--- src/fault_inj_regs.svh ---
`ifndef FAULT_INJ_REGS_SVH
`define FAULT_INJ_REGS_SVH

// command codes of the three commands handled here
`define FI_CMD_INJECT 8'hf1
`define FI_CMD_ID_WORD 8'hfc
`define FI_CMD_ID_BLOCK 8'hfd

// injection register bit positions
`define FI_BIT_FAULT_PERSIST 15
`define FI_BIT_OVERTEMP 14
`define FI_BIT_OC_FAULT 12
`define FI_BIT_IN_LOCKOUT 11
`define FI_BIT_IN_OV 10
`define FI_BIT_OUT_UV_FAULT 9
`define FI_BIT_OUT_OV_FAULT 8
`define FI_BIT_WARN_PERSIST 7
`define FI_BIT_OC_WARN 4
`define FI_BIT_IN_UV_WARN 3
`define FI_BIT_OUT_UV_WARN 1
`define FI_BIT_OUT_OV_WARN 0

// reset value of the fault half, bits 15:8
`define FI_FAULT_HALF_RESET 8'h00

// answer lengths in bytes
`define FI_LEN_WORD 4'h2
`define FI_LEN_BLOCK 4'h6
`define FI_LEN_NONE 4'h0

`endif

--- src/fault_inj_pkg.sv ---
package fault_inj_pkg;

   // one bit per detector; fault and warning detectors side by side
   typedef struct packed {
      logic overtemperature;
      logic overcurrent_fault;
      logic input_lockout;
      logic input_overvoltage;
      logic output_undervoltage_fault;
      logic output_overvoltage_fault;
      logic overcurrent_warning;
      logic input_undervoltage_warning;
      logic output_undervoltage_warning;
      logic output_overvoltage_warning;
   } cond_t;

   // one command as decoded by the protocol engine
   typedef struct packed {
      logic valid;      // one-cycle strobe
      logic write;      // 1 write, 0 read
      logic block;      // block transfer rather than word
      logic [7:0] code; // command code
      logic [15:0] wdata;
   } cmd_req_t;

   // answer to that command, one cycle later
   typedef struct packed {
      logic valid;      // one-cycle strobe
      logic ack;        // command is supported
      logic cml_error;  // raise a communication error
      logic [3:0] len;  // bytes of read data
      logic [47:0] rdata;
   } cmd_rsp_t;

endpackage : fault_inj_pkg

--- src/fault_injection_and_id_regs.sv ---
// Notes on behaviour
// (RL1) no fault persist: clear after one response
// (RL2) fault persist: hold until next register write
// (RL3) no warning persist: clear after one response
// (RL4) warning persist: hold until next register write
// (RL5) fault bits inject their matching fault
// (RL6) warning bits inject their matching warning
// (RL7) zero injects nothing; spare bits are storage
// (RL8) conversion off: only lockout and output overvoltage
// (RL9) other injections act only while converting
// (RL10) several injections may act at once
// (RL11) word write to word code acked, discarded
// (RL12) identification writes leave read-back unchanged
// (RL13) identification writes raise no communication error
// (RL14) word code returns fixed sixteen-bit value
// (RL15) block write to block code accepted, ignored
// (RL16) block code returns six fixed bytes
// (RL17) injection ORed onto the real detector outputs
`timescale 1ns/10ps
`include "fault_inj_regs.svh"

module fault_injection_and_id_regs #(
   // reset value of warning half, bits 7:0
   parameter logic [7:0] WARN_HALF_RESET = 8'h00,
   // identification values; arbitrary, chosen neutral
   parameter logic [15:0] ID_WORD_VALUE = 16'h1a2b,
   // identification values; arbitrary, chosen neutral
   parameter logic [47:0] ID_BLOCK_VALUE = 48'h313233343536
) (
   input wire logic core_clk_i,
   input wire logic rst_i,
   // decoded command from the protocol engine
   input wire fault_inj_pkg::cmd_req_t cmd_req_i,
   // answer back to the protocol engine
   output fault_inj_pkg::cmd_rsp_t cmd_rsp_o,
   // raw comparator outputs, asynchronous
   input wire fault_inj_pkg::cond_t detector_raw_i,
   // conversion enabled, same clock domain
   input wire logic conversion_enabled_i,
   // one response carried out, per detector, pulse
   input wire fault_inj_pkg::cond_t response_done_i,
   // detector outputs after injection
   output fault_inj_pkg::cond_t detector_o,
   // current injection register contents
   output logic [15:0] injection_reg_o
);
   import fault_inj_pkg::*;

   // synchronised comparator levels
   logic [9:0] detector_sync;
   // the injection register itself
   logic [15:0] fault_injection_control;
   // next value of the register
   logic [15:0] next_injection;
   // injection requests decoded from the register
   cond_t injected;
   // injections allowed to act in this cycle
   cond_t effective;
   // bits to be cleared by a completed response
   logic [15:0] auto_clear;
   // request decode strobes
   logic hit_inject;
   logic hit_id_word;
   logic hit_id_block;
   logic inject_write;

   // ----------------------------------------------------------------
   // helper functions
   // ----------------------------------------------------------------

   // register bits to per-detector injection requests
   function automatic cond_t decode_injection(input logic [15:0] r);
      cond_t c;
      c.overtemperature = r[`FI_BIT_OVERTEMP]; // see (RL5)
      c.overcurrent_fault = r[`FI_BIT_OC_FAULT]; // see (RL5)
      c.input_lockout = r[`FI_BIT_IN_LOCKOUT]; // see (RL5)
      c.input_overvoltage = r[`FI_BIT_IN_OV]; // see (RL5)
      c.output_undervoltage_fault = r[`FI_BIT_OUT_UV_FAULT]; // see (RL5)
      c.output_overvoltage_fault = r[`FI_BIT_OUT_OV_FAULT]; // see (RL5)
      c.overcurrent_warning = r[`FI_BIT_OC_WARN]; // see (RL6)
      c.input_undervoltage_warning = r[`FI_BIT_IN_UV_WARN]; // see (RL6)
      c.output_undervoltage_warning = r[`FI_BIT_OUT_UV_WARN]; // see (RL6)
      c.output_overvoltage_warning = r[`FI_BIT_OUT_OV_WARN]; // see (RL6)
      return c;
   endfunction : decode_injection

   // per-detector flags back to register bit positions;
   // spare and persist bits never appear in the result
   function automatic logic [15:0] place_bits(input cond_t c);
      logic [15:0] m;
      m = 16'h0000;
      m[`FI_BIT_OVERTEMP] = c.overtemperature;
      m[`FI_BIT_OC_FAULT] = c.overcurrent_fault;
      m[`FI_BIT_IN_LOCKOUT] = c.input_lockout;
      m[`FI_BIT_IN_OV] = c.input_overvoltage;
      m[`FI_BIT_OUT_UV_FAULT] = c.output_undervoltage_fault;
      m[`FI_BIT_OUT_OV_FAULT] = c.output_overvoltage_fault;
      m[`FI_BIT_OC_WARN] = c.overcurrent_warning;
      m[`FI_BIT_IN_UV_WARN] = c.input_undervoltage_warning;
      m[`FI_BIT_OUT_UV_WARN] = c.output_undervoltage_warning;
      m[`FI_BIT_OUT_OV_WARN] = c.output_overvoltage_warning;
      return m;
   endfunction : place_bits

   // fault-half mask: bits 15:8 of the register
   function automatic logic [15:0] fault_half(input logic [15:0] m);
      return {m[15:8], 8'h00};
   endfunction : fault_half

   // warning-half mask: bits 7:0 of the register
   function automatic logic [15:0] warn_half(input logic [15:0] m);
      return {8'h00, m[7:0]};
   endfunction : warn_half

   // ----------------------------------------------------------------
   // comparator synchronisation
   // ----------------------------------------------------------------

   // comparators are asynchronous to the core clock
   level_sync #(
      .WIDTH(10)
   ) u_detector_sync (
      .core_clk_i(core_clk_i),
      .rst_i(rst_i),
      .async_i(detector_raw_i),
      .sync_o(detector_sync)
   );

   // ----------------------------------------------------------------
   // command decode
   // ----------------------------------------------------------------

   // which of our commands this request addresses
   always_comb begin
      hit_inject = cmd_req_i.valid && (cmd_req_i.code == `FI_CMD_INJECT);
      hit_id_word = cmd_req_i.valid && (cmd_req_i.code == `FI_CMD_ID_WORD);
      hit_id_block = cmd_req_i.valid
                     && (cmd_req_i.code == `FI_CMD_ID_BLOCK);
      // only a word write may load the injection register
      inject_write = hit_inject && cmd_req_i.write && !cmd_req_i.block;
   end

   // ----------------------------------------------------------------
   // injection gating
   // ----------------------------------------------------------------

   // several bits may be set together, each acts on its own line
   always_comb begin
      injected = decode_injection(fault_injection_control); // see (RL10)
      effective = injected;
      if (!conversion_enabled_i) begin
         // while idle only lockout and output overvoltage act;
         // the rest wait so persistent ones cycle shutdown/restart
         effective = '0; // see (RL9)
         effective.input_lockout = injected.input_lockout; // see (RL8)
         effective.output_overvoltage_fault =
            injected.output_overvoltage_fault; // see (RL8)
      end
   end

   // ----------------------------------------------------------------
   // automatic removal after one response
   // ----------------------------------------------------------------

   // a response only counts for an injection that was acting
   always_comb begin
      auto_clear = place_bits(effective & response_done_i);
      // persist set: nothing but a new write removes them
      if (fault_injection_control[`FI_BIT_FAULT_PERSIST]) begin
         auto_clear = warn_half(auto_clear); // see (RL2)
      end
      if (fault_injection_control[`FI_BIT_WARN_PERSIST]) begin
         auto_clear = fault_half(auto_clear); // see (RL4)
      end
   end

   // next register value; a host write wins over auto removal,
   // so an injection written in the clearing cycle is kept
   always_comb begin
      if (inject_write) begin
         // stores every bit; a zero simply injects nothing
         next_injection = cmd_req_i.wdata; // see (RL7)
      end else begin
         // one response done: drop fault and warning bits
         next_injection = fault_injection_control
                          & ~auto_clear; // see (RL1) see (RL3)
      end
   end

   // ----------------------------------------------------------------
   // state
   // ----------------------------------------------------------------

   // injection register
   always_ff @(posedge core_clk_i) begin
      if (rst_i) begin
         fault_injection_control <= {`FI_FAULT_HALF_RESET,
                                     WARN_HALF_RESET};
      end else begin
         fault_injection_control <= next_injection;
      end
   end

   // register contents shown to the rest of the device
   always_ff @(posedge core_clk_i) begin
      if (rst_i) begin
         injection_reg_o <= {`FI_FAULT_HALF_RESET, WARN_HALF_RESET};
      end else begin
         injection_reg_o <= next_injection;
      end
   end

   // detector outputs: real event or injected one, same path
   // onward, so status and response logic cannot tell them apart
   always_ff @(posedge core_clk_i) begin
      if (rst_i) begin
         detector_o <= '0;
      end else begin
         detector_o <= cond_t'(detector_sync) | effective; // see (RL17)
      end
   end

   // ----------------------------------------------------------------
   // command answers
   // ----------------------------------------------------------------

   // answer one cycle after each request strobe
   always_ff @(posedge core_clk_i) begin
      if (rst_i) begin
         cmd_rsp_o <= '0;
      end else begin
         // defaults: strobe follows the request, no ack, no data
         cmd_rsp_o.valid <= cmd_req_i.valid;
         cmd_rsp_o.ack <= 1'b0;
         cmd_rsp_o.cml_error <= 1'b0;
         cmd_rsp_o.len <= `FI_LEN_NONE;
         cmd_rsp_o.rdata <= '0;
         if (hit_inject) begin
            // injection register, word access only
            cmd_rsp_o.ack <= !cmd_req_i.block;
            cmd_rsp_o.cml_error <= cmd_req_i.block;
            if (!cmd_req_i.write && !cmd_req_i.block) begin
               cmd_rsp_o.len <= `FI_LEN_WORD;
               cmd_rsp_o.rdata <= {32'h0000_0000,
                                   fault_injection_control};
            end
         end else if (hit_id_word) begin
            // writes acked, data dropped, no error raised
            cmd_rsp_o.ack <= 1'b1; // see (RL11) see (RL13)
            if (!cmd_req_i.write) begin
               // fixed value, no storage to disturb
               cmd_rsp_o.len <= `FI_LEN_WORD; // see (RL12)
               cmd_rsp_o.rdata <= {32'h0000_0000,
                                   ID_WORD_VALUE}; // see (RL14)
            end
         end else if (hit_id_block) begin
            // block write accepted and ignored, no error raised
            cmd_rsp_o.ack <= 1'b1; // see (RL15) see (RL13)
            if (!cmd_req_i.write) begin
               // bytes 47:40 first on the wire
               cmd_rsp_o.len <= `FI_LEN_BLOCK; // see (RL12)
               cmd_rsp_o.rdata <= ID_BLOCK_VALUE; // see (RL16)
            end
         end else if (cmd_req_i.valid) begin
            // not ours; other decoders may claim it, flag nothing
            cmd_rsp_o.ack <= 1'b0;
         end
      end
   end

endmodule : fault_injection_and_id_regs

--- src/level_sync.sv ---
`timescale 1ns/10ps

// two flip-flop synchroniser for a bundle of independent levels
module level_sync #(
   parameter int WIDTH = 10
) (
   input wire logic core_clk_i,
   input wire logic rst_i,
   input wire logic [WIDTH-1:0] async_i,
   output logic [WIDTH-1:0] sync_o
);

   // first stage; read by the second stage only
   logic [WIDTH-1:0] meta;

   // both stages clear on reset so no stale level leaks out
   always_ff @(posedge core_clk_i) begin
      if (rst_i) begin
         meta <= '0;
         sync_o <= '0;
      end else begin
         meta <= async_i;
         sync_o <= meta;
      end
   end

endmodule : level_sync

--- config.mk ---
export PLATFORM = sky130hd
export DESIGN_NAME = fault_injection_and_id_regs
export DESIGN_NICKNAME = d
export VERILOG_FILES = /design/src/fault_inj_pkg.sv /design/src/fault_injection_and_id_regs.sv /design/src/level_sync.sv
export VERILOG_INCLUDE_DIRS = /design/src
export SDC_FILE = /design/constraint.sdc
export NUM_CORES = 1
export LEC_CHECK = 0
export ABC_AREA = 0
export BUFFER_PORTS_ARGS = -buffer_cell sky130_fd_sc_hd__buf_4
export CORE_MARGIN = 2
export CORE_UTILIZATION = 40
export DETAILED_ROUTE_END_ITERATION = 12
export GPL_ROUTABILITY_DRIVEN = 0
export GPL_TIMING_DRIVEN = 0
export PLACE_DENSITY = 0.67
export SYNTH_ARGS = -nofsm -noshare
export SYNTH_HDL_FRONTEND = slang
export SYNTH_SLANG_ARGS = --single-unit
export TNS_END_PERCENT = 5
--- constraint.sdc ---
create_clock -name core_clk_i -period 1.7 [get_ports core_clk_i]
set_clock_uncertainty 0.1 [all_clocks]
set_input_delay 0.34 -clock core_clk_i [delete_from_list [all_inputs] [get_ports core_clk_i]]
set_output_delay 0.34 -clock core_clk_i [all_outputs]
set_load 0.01 [all_outputs]
==> out/summary.md, run 1 <==
Pwr
- 842.9 mW/mm² — power density over cell area
- 0.001766 µW — Leakage
- 628.3 µV — worst supply voltage drop on vdd
- 3233 µW — power after layout

Yosys
- 51.39% — top cell type's share of synthesized area
- 28 — number of distinct library cells after synthesis
- sky130_fd_sc_hd__dfxtp_1 51%, sky130_fd_sc_hd__buf_4 9.4%, sky130_fd_sc_hd__nor2b_1 5.9%, sky130_fd_sc_hd__mux2i_1 5.3%, sky130_fd_sc_hd__nand2b_1 5.2% — main area contributors after synthesis
- 0.002649 mm² — post-synthesis cell area
- 68 — number of storage elements in the synthesis netlist
- 0 — Warnings, synthesis
- sky130_fd_sc_hd__dfxtp_1 — cell accounting for the most synthesized area
- 259 — cell count after synthesis
- 10.23 µm² — Post-Syn Area per Cell
- 51.39% — post-synthesis sequential area ratio

Floorplanning
- 0.006386 mm² — core area
- 131 — count of boundary I/O pins
- 0.007289 mm² — full die area
- 85.38 µm — x dimension of the die
- 29 — Core Rows
- 41.48% — starting utilization of the core area
- 85.38 µm — overall die height

Job
- 0 — Maximum Capacitance Violations

Clock tree
- 2 — number of buffers on the longest clock path
- 350 ps — insertion delay of the later-clocked pin in the worst-skew pair
- 3 — maximum level of the CTS H-tree
- 0 — total of cells resized after clock tree synthesis
- 70 ps — clock transition at the registers of the reported paths
- 68 — clock tree sinks
- yes — clock tree from TritonCTS
- 0 — buffers inserted by post-CTS timing repair
- 0 — # hold bufs at CTS
- 9 — Num CTS Buffers
- sky130_fd_sc_hd__clkbuf_8 — Root Driver

Final layout
- 448 — count of nets after finishing
- 962.2 µm² — area occupied by multi-input gates
- 60.05% — post-layout utilization of the core
- 41.94% — layout cell share with drive strength beyond 1
- 0 — antenna fix cells
- 44.78% — Area Overhead vs Synth
- 576 — fillers
- 0.001363 mm² — area taken by flip-flops and latches
- 480 — fin cells
- 0.003835 mm² — Non-Filler Cell Area, Final

Placed design
- 108 — Port Buffers
- 4667 µm — post-detail-place hpwl
- 464 — instance count after placement with tap cells included
- 0.003631 mm² — area of placed instances

Hold path
- u_detector_sync.meta[0]$_SDFF_PP0_ — Endpoint, Worst Hold
- input pin to flip-flop — kind of path behind the tightest hold check
- detector_raw_i[0] — worst hold start
- 2 — Hold Crit Depth

Timing
- 0 — total count of hold-check failures in the final report
- 86.62% — final worst-path cycle share
- 0 — # setup viols final
- 1473 ps — final critical delay including setup and external delays
- 679.1 MHz — maximum clock rate
- false — setup repair after global routing missed its margin
- 0 ps — setup TNS
- 0 — number of slew-limit violations in the final report

Worst setup path
- flip-flops — CP delay by family, top
- flip-flop to output port — critical path class
- flip-flop — nature of the critical path startpoint
- injection_reg_o[7]$_SDFFE_PP0P_ — R2R Path Start
- 1030 ps — arrival time of data at the critical path endpoint
- sky130_fd_sc_hd__dfxtp_2 — CP max stage cell
- 3 — number of cells traversed by the worst register-to-register path
- 1260 ps — required time at the worst-slack endpoint
- buf_4, buf_4 — chain of cells forming the critical path
- injection_reg_o[3]$_SDFF_PP0_ — r2r endpoint
- sky130_fd_sc_hd__buf_4 — most frequent CP cell
- 2 — number of buffer and inverter instances along the worst setup path
- 580 ps — R2R setup slack
- output port — kind of capture point of the worst setup path
- 13 — biggest fanout along the worst timing path
- 440 ps — delay of the slowest cell on the worst path

Drt
- 0 — DRC violations left
- 5920 µm — final wirelength
- 2,099 — total vias in the final route
- 12.33 µm — wire length per cell after detailed routing
- 4.373 — vias per cell
- 0 — number of nets with antenna violations after routing
- 4 — drt first pass iters
- 57 — drt first-iter violations

Global route
- 14 — maximum number of pins on one net before global-route repair
- 0 — aggregate global routing overflow
- 1,976 — number of global-route vias before repair
- 0 — antenna violations before repair
- 16.79% — all-layer global routing usage
- 9335 µm — first-pass GRT wire length

Outcome
- complete, no violations — run status

cell usage in the layout (no fill, tap or decap):
master | synthesis | final
sky130_fd_sc_hd__clkinv_2 | 0 | 2
sky130_fd_sc_hd__nor2b_1 | 25 | 25
sky130_fd_sc_hd__buf_12 | 1 | 1
sky130_fd_sc_hd__nor4b_4 | 1 | 1
sky130_fd_sc_hd__bufinv_16 | 0 | 1
sky130_fd_sc_hd__o32ai_1 | 9 | 9
sky130_fd_sc_hd__clkinvlp_4 | 0 | 1
sky130_fd_sc_hd__nand2b_1 | 22 | 22
sky130_fd_sc_hd__a211o_1 | 8 | 8
sky130_fd_sc_hd__inv_1 | 16 | 16
sky130_fd_sc_hd__a31oi_1 | 3 | 3
sky130_fd_sc_hd__and4_1 | 1 | 1
sky130_fd_sc_hd__conb_1 | 1 | 21
sky130_fd_sc_hd__nand3b_4 | 1 | 1
sky130_fd_sc_hd__buf_6 | 2 | 2
sky130_fd_sc_hd__nor2_1 | 15 | 15
sky130_fd_sc_hd__mux2i_1 | 14 | 14
sky130_fd_sc_hd__and3b_2 | 1 | 1
sky130_fd_sc_hd__clkbuf_8 | 0 | 11
sky130_fd_sc_hd__buf_4 | 33 | 141
sky130_fd_sc_hd__dfxtp_1 | 68 | 67
sky130_fd_sc_hd__a211oi_1 | 2 | 2
sky130_fd_sc_hd__nor3_1 | 5 | 5
sky130_fd_sc_hd__and4b_1 | 1 | 1
sky130_fd_sc_hd__a21oi_1 | 9 | 9
sky130_fd_sc_hd__nor3b_1 | 1 | 1
sky130_fd_sc_hd__buf_2 | 4 | 4
sky130_fd_sc_hd__mux2_2 | 2 | 2
sky130_fd_sc_hd__clkbuf_1 | 8 | 9
sky130_fd_sc_hd__dfxtp_2 | 0 | 1
sky130_fd_sc_hd__nor4_1 | 4 | 4
sky130_fd_sc_hd__and2_0 | 1 | 1
sky130_fd_sc_hd__nand4_1 | 1 | 1
worst max-delay path by stage:
stage | cells past startpoint | start | slack (ps) | to
floorplan | 5 | cmd_req_i[17] | 130 | injection_reg_o[11]$_SDFF_PP0_
global placement | 5 | rst_i | -120 | detector_o[9]$_SDFF_PP0_
detailed placement | 5 | rst_i | -130 | detector_o[8]$_SDFF_PP0_
CTS | 2 | cmd_rsp_o[44]$_SDFF_PP0_ | 60 | cmd_rsp_o[21]
global route | 5 | rst_i | 40 | detector_o[3]$_SDFF_PP0_
finish | 2 | cmd_rsp_o[44]$_SDFF_PP0_ | 230 | cmd_rsp_o[21]
cell usage after synthesis (all sizes together):
| library cell | instances |
|---|---|
| a211o | 8 |
| a211oi | 2 |
| a21oi | 9 |
| a31oi | 3 |
| and2 | 1 |
| and3b | 1 |
| and4 | 1 |
| and4b | 1 |
| buf | 40 |
| clkbuf | 8 |
| conb | 1 |
| dfxtp | 68 |
| inv | 16 |
| mux2 | 2 |
| mux2i | 14 |
| nand2b | 22 |
| nand3b | 1 |
| nand4 | 1 |
| nor2 | 15 |
| nor2b | 25 |
| nor3 | 5 |
| nor3b | 1 |
| nor4 | 4 |
| nor4b | 1 |
| o32ai | 9 |
metrics by stage:
stage | hold WS (ps) | setup slack (ps)
3_3_place_gp | 315.8 | -118.3
3_5_place_dp | 321.2 | -128.0
2_1_floorplan | 311.4 | 132.3
5_1_grt | 92.55 | 44.27
4_1_cts | 82.66 | 56.69
6_report | 92.89 | 227.4
metal layers:
metal	vias to the layer above	wire length, µm	GRT usage (%)
li1	1085	-	-
met1	917	2413	19.46
met2	86	2834	27.34
met3	11	526	5.447
met4	0	146	9.235
met5	-	0	0
registers in the layout, indices dropped and copies added (netlist names):
register                flops
injection_reg_o            16
u_detector_sync.meta       10
detector_o                 10
cmd_rsp_o                  22
u_detector_sync.sync_o     10
cells by family (layout without fill, tap and decap cells):
family          Yosys count  after routing  synth area share, %
buf+inv                  64            188                15.12
compound gates           31             31                8.597
other cells               1             21               0.1416
simple gates             79             79                18.61
mux                      16             16                6.141
flops                    68             68                51.39
layout make-up:
| type | instances | area share [%] |
|---|---|---|
| Clock inverter | 4 | 1.240 |
| Inverter | 16 | 1.566 |
| Timing Repair Buffer | 108 | 21.14 |
| Buffer | 48 | 8.874 |
| Clock buffer | 12 | 4.046 |
| Sequential cell | 68 | 35.53 |
| Tap cell | 77 | 2.512 |
| Multi-Input combinational cell | 147 | 25.09 |
power breakdown:
part           internal, µW  switching (µW)  leakage, µW
clock network           752             582     0.000102
logic                   154             115      0.00111
registers              1620            6.97     0.000554
total                  2530             704      0.00177
worst register-to-register path, stage by stage, from the launching register on:
cell and delay, ps:
sky130_fd_sc_hd__dfxtp_1 400, sky130_fd_sc_hd__nor2b_1 130, sky130_fd_sc_hd__a211o_1 300, sky130_fd_sc_hd__mux2i_1 120
Power figures use the tool's default switching activity.
==> run 2, diff against run 1 <==
PLACE_DENSITY = 0.79   (was 0.67)
clock period = 1.85 ns   (was 1.7 ns; I/O delays follow)
==> out/summary.md, run 2 (same netlist as run 1, synthesis figures left out) <==
Clock tree
- 3 — maximum level of the CTS H-tree, unchanged
- 60 ps — clock transition at the registers of the reported paths, was 70 ps
- 340 ps — insertion delay of the later-clocked pin in the worst-skew pair, was 350 ps
- 0 — # hold bufs at CTS, unchanged
- 0 — total of cells resized after clock tree synthesis, unchanged
- 9 — Num CTS Buffers, unchanged
- 2 — number of buffers on the longest clock path, unchanged
- yes — clock tree from TritonCTS, unchanged
- sky130_fd_sc_hd__clkbuf_8 — Root Driver, unchanged
- 0 — buffers inserted by post-CTS timing repair, unchanged
- 68 — clock tree sinks, unchanged

Floorplanning
- 41.48% — starting utilization of the core area, unchanged
- 85.38 µm — x dimension of the die, unchanged
- 29 — Core Rows, unchanged
- 0.007289 mm² — full die area, unchanged
- 0.006386 mm² — core area, unchanged
- 85.38 µm — overall die height, unchanged
- 131 — count of boundary I/O pins, unchanged

Pwr
- 40.5% — Clk pwr share, was 41.3%
- 51.0% — Seq pwr share, was 50.4%
- 0.001761 µW — Leakage, was 0.001766 µW
- 542.1 µV — worst supply voltage drop on vdd, was 628.3 µV
- 2312 µW — internal power, was 2529 µW
- 626.6 µW — Switch Pwr, was 704.0 µW
- 8.5% — combinational group share of total power, was 8.3%
- 21.32% — net switching share of the total power, was 21.78%
- 769.1 mW/mm² — power density over cell area, was 842.9 mW/mm²

Global route
- 0 — antenna violations before repair, unchanged
- 9949 µm — first-pass GRT wire length, was 9335 µm
- 14 — maximum number of pins on one net before global-route repair, unchanged
- 2,094 — number of global-route vias before repair, was 1,976
- 0 — aggregate global routing overflow, unchanged
- 18.01% — all-layer global routing usage, was 16.79%

Final layout
- 0.003821 mm² — Non-Filler Cell Area, Final, was 0.003835 mm²
- 59.84% — post-layout utilization of the core, was 60.05%
- 591 — fillers, was 576
- 0 — antenna fix cells, unchanged
- 41.40% — layout cell share with drive strength beyond 1, was 41.94%
- sky130_fd_sc_hd__buf_4 — leading cell type in the layout, fill and taps excluded, unchanged
- 448 — count of nets after finishing, unchanged
- 22 — flip-flop count of the largest register after layout, unchanged
- 44.26% — Area Overhead vs Synth, was 44.78%
- cmd_rsp_o — register with the most flip-flops, unchanged
- 141 x sky130_fd_sc_hd__buf_4, 68 x sky130_fd_sc_hd__dfxtp_1, 25 x sky130_fd_sc_hd__nor2b_1 — most used cells in the layout excluding fill and tap cells, was 141 x sky130_fd_sc_hd__buf_4, 67 x sky130_fd_sc_hd__dfxtp_1, 25 x sky130_fd_sc_hd__nor2b_1
- cmd_rsp_o (22), injection_reg_o (16) — largest registers, unchanged
- 478 — fin cells, was 480

Timing
- 0 — number of slew-limit violations in the final report, unchanged
- 0 — # setup viols final, unchanged
- 1647 ps — final critical delay including setup and external delays
- 607.1 MHz — maximum clock rate
- false — setup repair after global routing missed its margin, unchanged
- 0 — total count of hold-check failures in the final report, unchanged
- 89.03% — final worst-path cycle share

Placed design
- 108 — Port Buffers, unchanged
- 464 — instance count after placement with tap cells included, unchanged
- 4935 µm — post-detail-place hpwl, was 4667 µm
- 0.003631 mm² — area of placed instances, unchanged

Worst setup path
- flip-flop — nature of the critical path startpoint, unchanged
- 2 — number of buffer and inverter instances along the worst setup path, unchanged
- sky130_fd_sc_hd__buf_4 — most frequent CP cell, unchanged
- flip-flop to output port — critical path class, unchanged
- 1380 ps — required time at the worst-slack endpoint, was 1260 ps
- output port — kind of capture point of the worst setup path, unchanged
- 1180 ps — arrival time of data at the critical path endpoint, was 1030 ps
- buf_4, buf_4 — chain of cells forming the critical path, unchanged
- 13 — biggest fanout along the worst timing path, unchanged
- sky130_fd_sc_hd__dfxtp_1 — CP max stage cell, was sky130_fd_sc_hd__dfxtp_2
- 550 ps — delay of the slowest cell on the worst path, was 440 ps
- flip-flops — CP delay by family, top, unchanged

Outcome
- complete, no violations — run status, unchanged

Drt
- 4.483 — vias per cell, was 4.373
- 48 — drt first-iter violations, was 57
- 13.44 µm — wire length per cell after detailed routing, was 12.33 µm
- 2,143 — total vias in the final route, was 2,099
- 4 — drt first pass iters, unchanged
- 0 — number of nets with antenna violations after routing, unchanged
- 0 — DRC violations left, unchanged
- 6426 µm — final wirelength, was 5920 µm

Hold path
- input pin to flip-flop — kind of path behind the tightest hold check, unchanged

Job
- 0 — Maximum Capacitance Violations, unchanged

## run 2: layout make-up
type                       count  area [µm²]  share of cell area, %
inverter                      16       60.06                  1.572
clock buffer                  12       155.1                  4.060
tap                           77       96.34                  2.521
clock inverter                 2       35.03                 0.9168
buffer                        48       340.3                  8.906
timing repair buffer         108       810.8                  21.22
multi-input combinational    147       962.2                  25.18
sequential                    68        1361                  35.63
## run 2: worst paths after layout
| kind | from | end | slack, ps | depth (start not counted) |
|---|---|---|---|---|
| worst min register to register | u_detector_sync.meta[3]$_SDFF_PP0_ | u_detector_sync.sync_o[3]$_SDFF_PP0_ | 330 | 1 |
| worst max register to register | injection_reg_o[15]$_SDFFE_PP0P_ | injection_reg_o[14]$_SDFF_PP0_ | 660 | 3 |
| worst min-delay path | detector_raw_i[9] | u_detector_sync.meta[9]$_SDFF_PP0_ | 130 | 2 |
| worst max-delay path | cmd_rsp_o[44]$_SDFF_PP0_ | cmd_rsp_o[33] | 200 | 2 |
## run 2: per-layer routing
metal | wire length [µm] | track usage, % | vias up | part of all wire (%)
met2 | 3190 | 31.82 | 89 | 50
met1 | 2535 | 19.11 | 963 | 39
met4 | 168 | 8.947 | 0 | 2.6
met5 | 0 | 0 | - | 0
met3 | 532 | 5.934 | 17 | 8.3
li1 | - | - | 1074 | -
## run 2: power groups by stage
stage                     clock network, µW  registers (µW)  logic, µW
after global routing                   1280            1500        272
after detailed placement                  0            1530        250
final                                  1190            1500        251
after global placement                    0            1530        246
after CTS                              1220            1500        251
after floorplan                           0            1530        127
## run 2: metrics by stage
step	power [µW]	setup TNS (ps)	setup WS (ps)	hold WS, ps
after global routing	3047	0	82.82	129.0
after CTS	2965	0	164.1	121.3
after global placement	1776	-282.5	-47.70	317.6
final	2939	0	202.9	133.9
after floorplan	1660	0	252.3	311.4
after detailed placement	1780	-311.1	-41.74	323.1
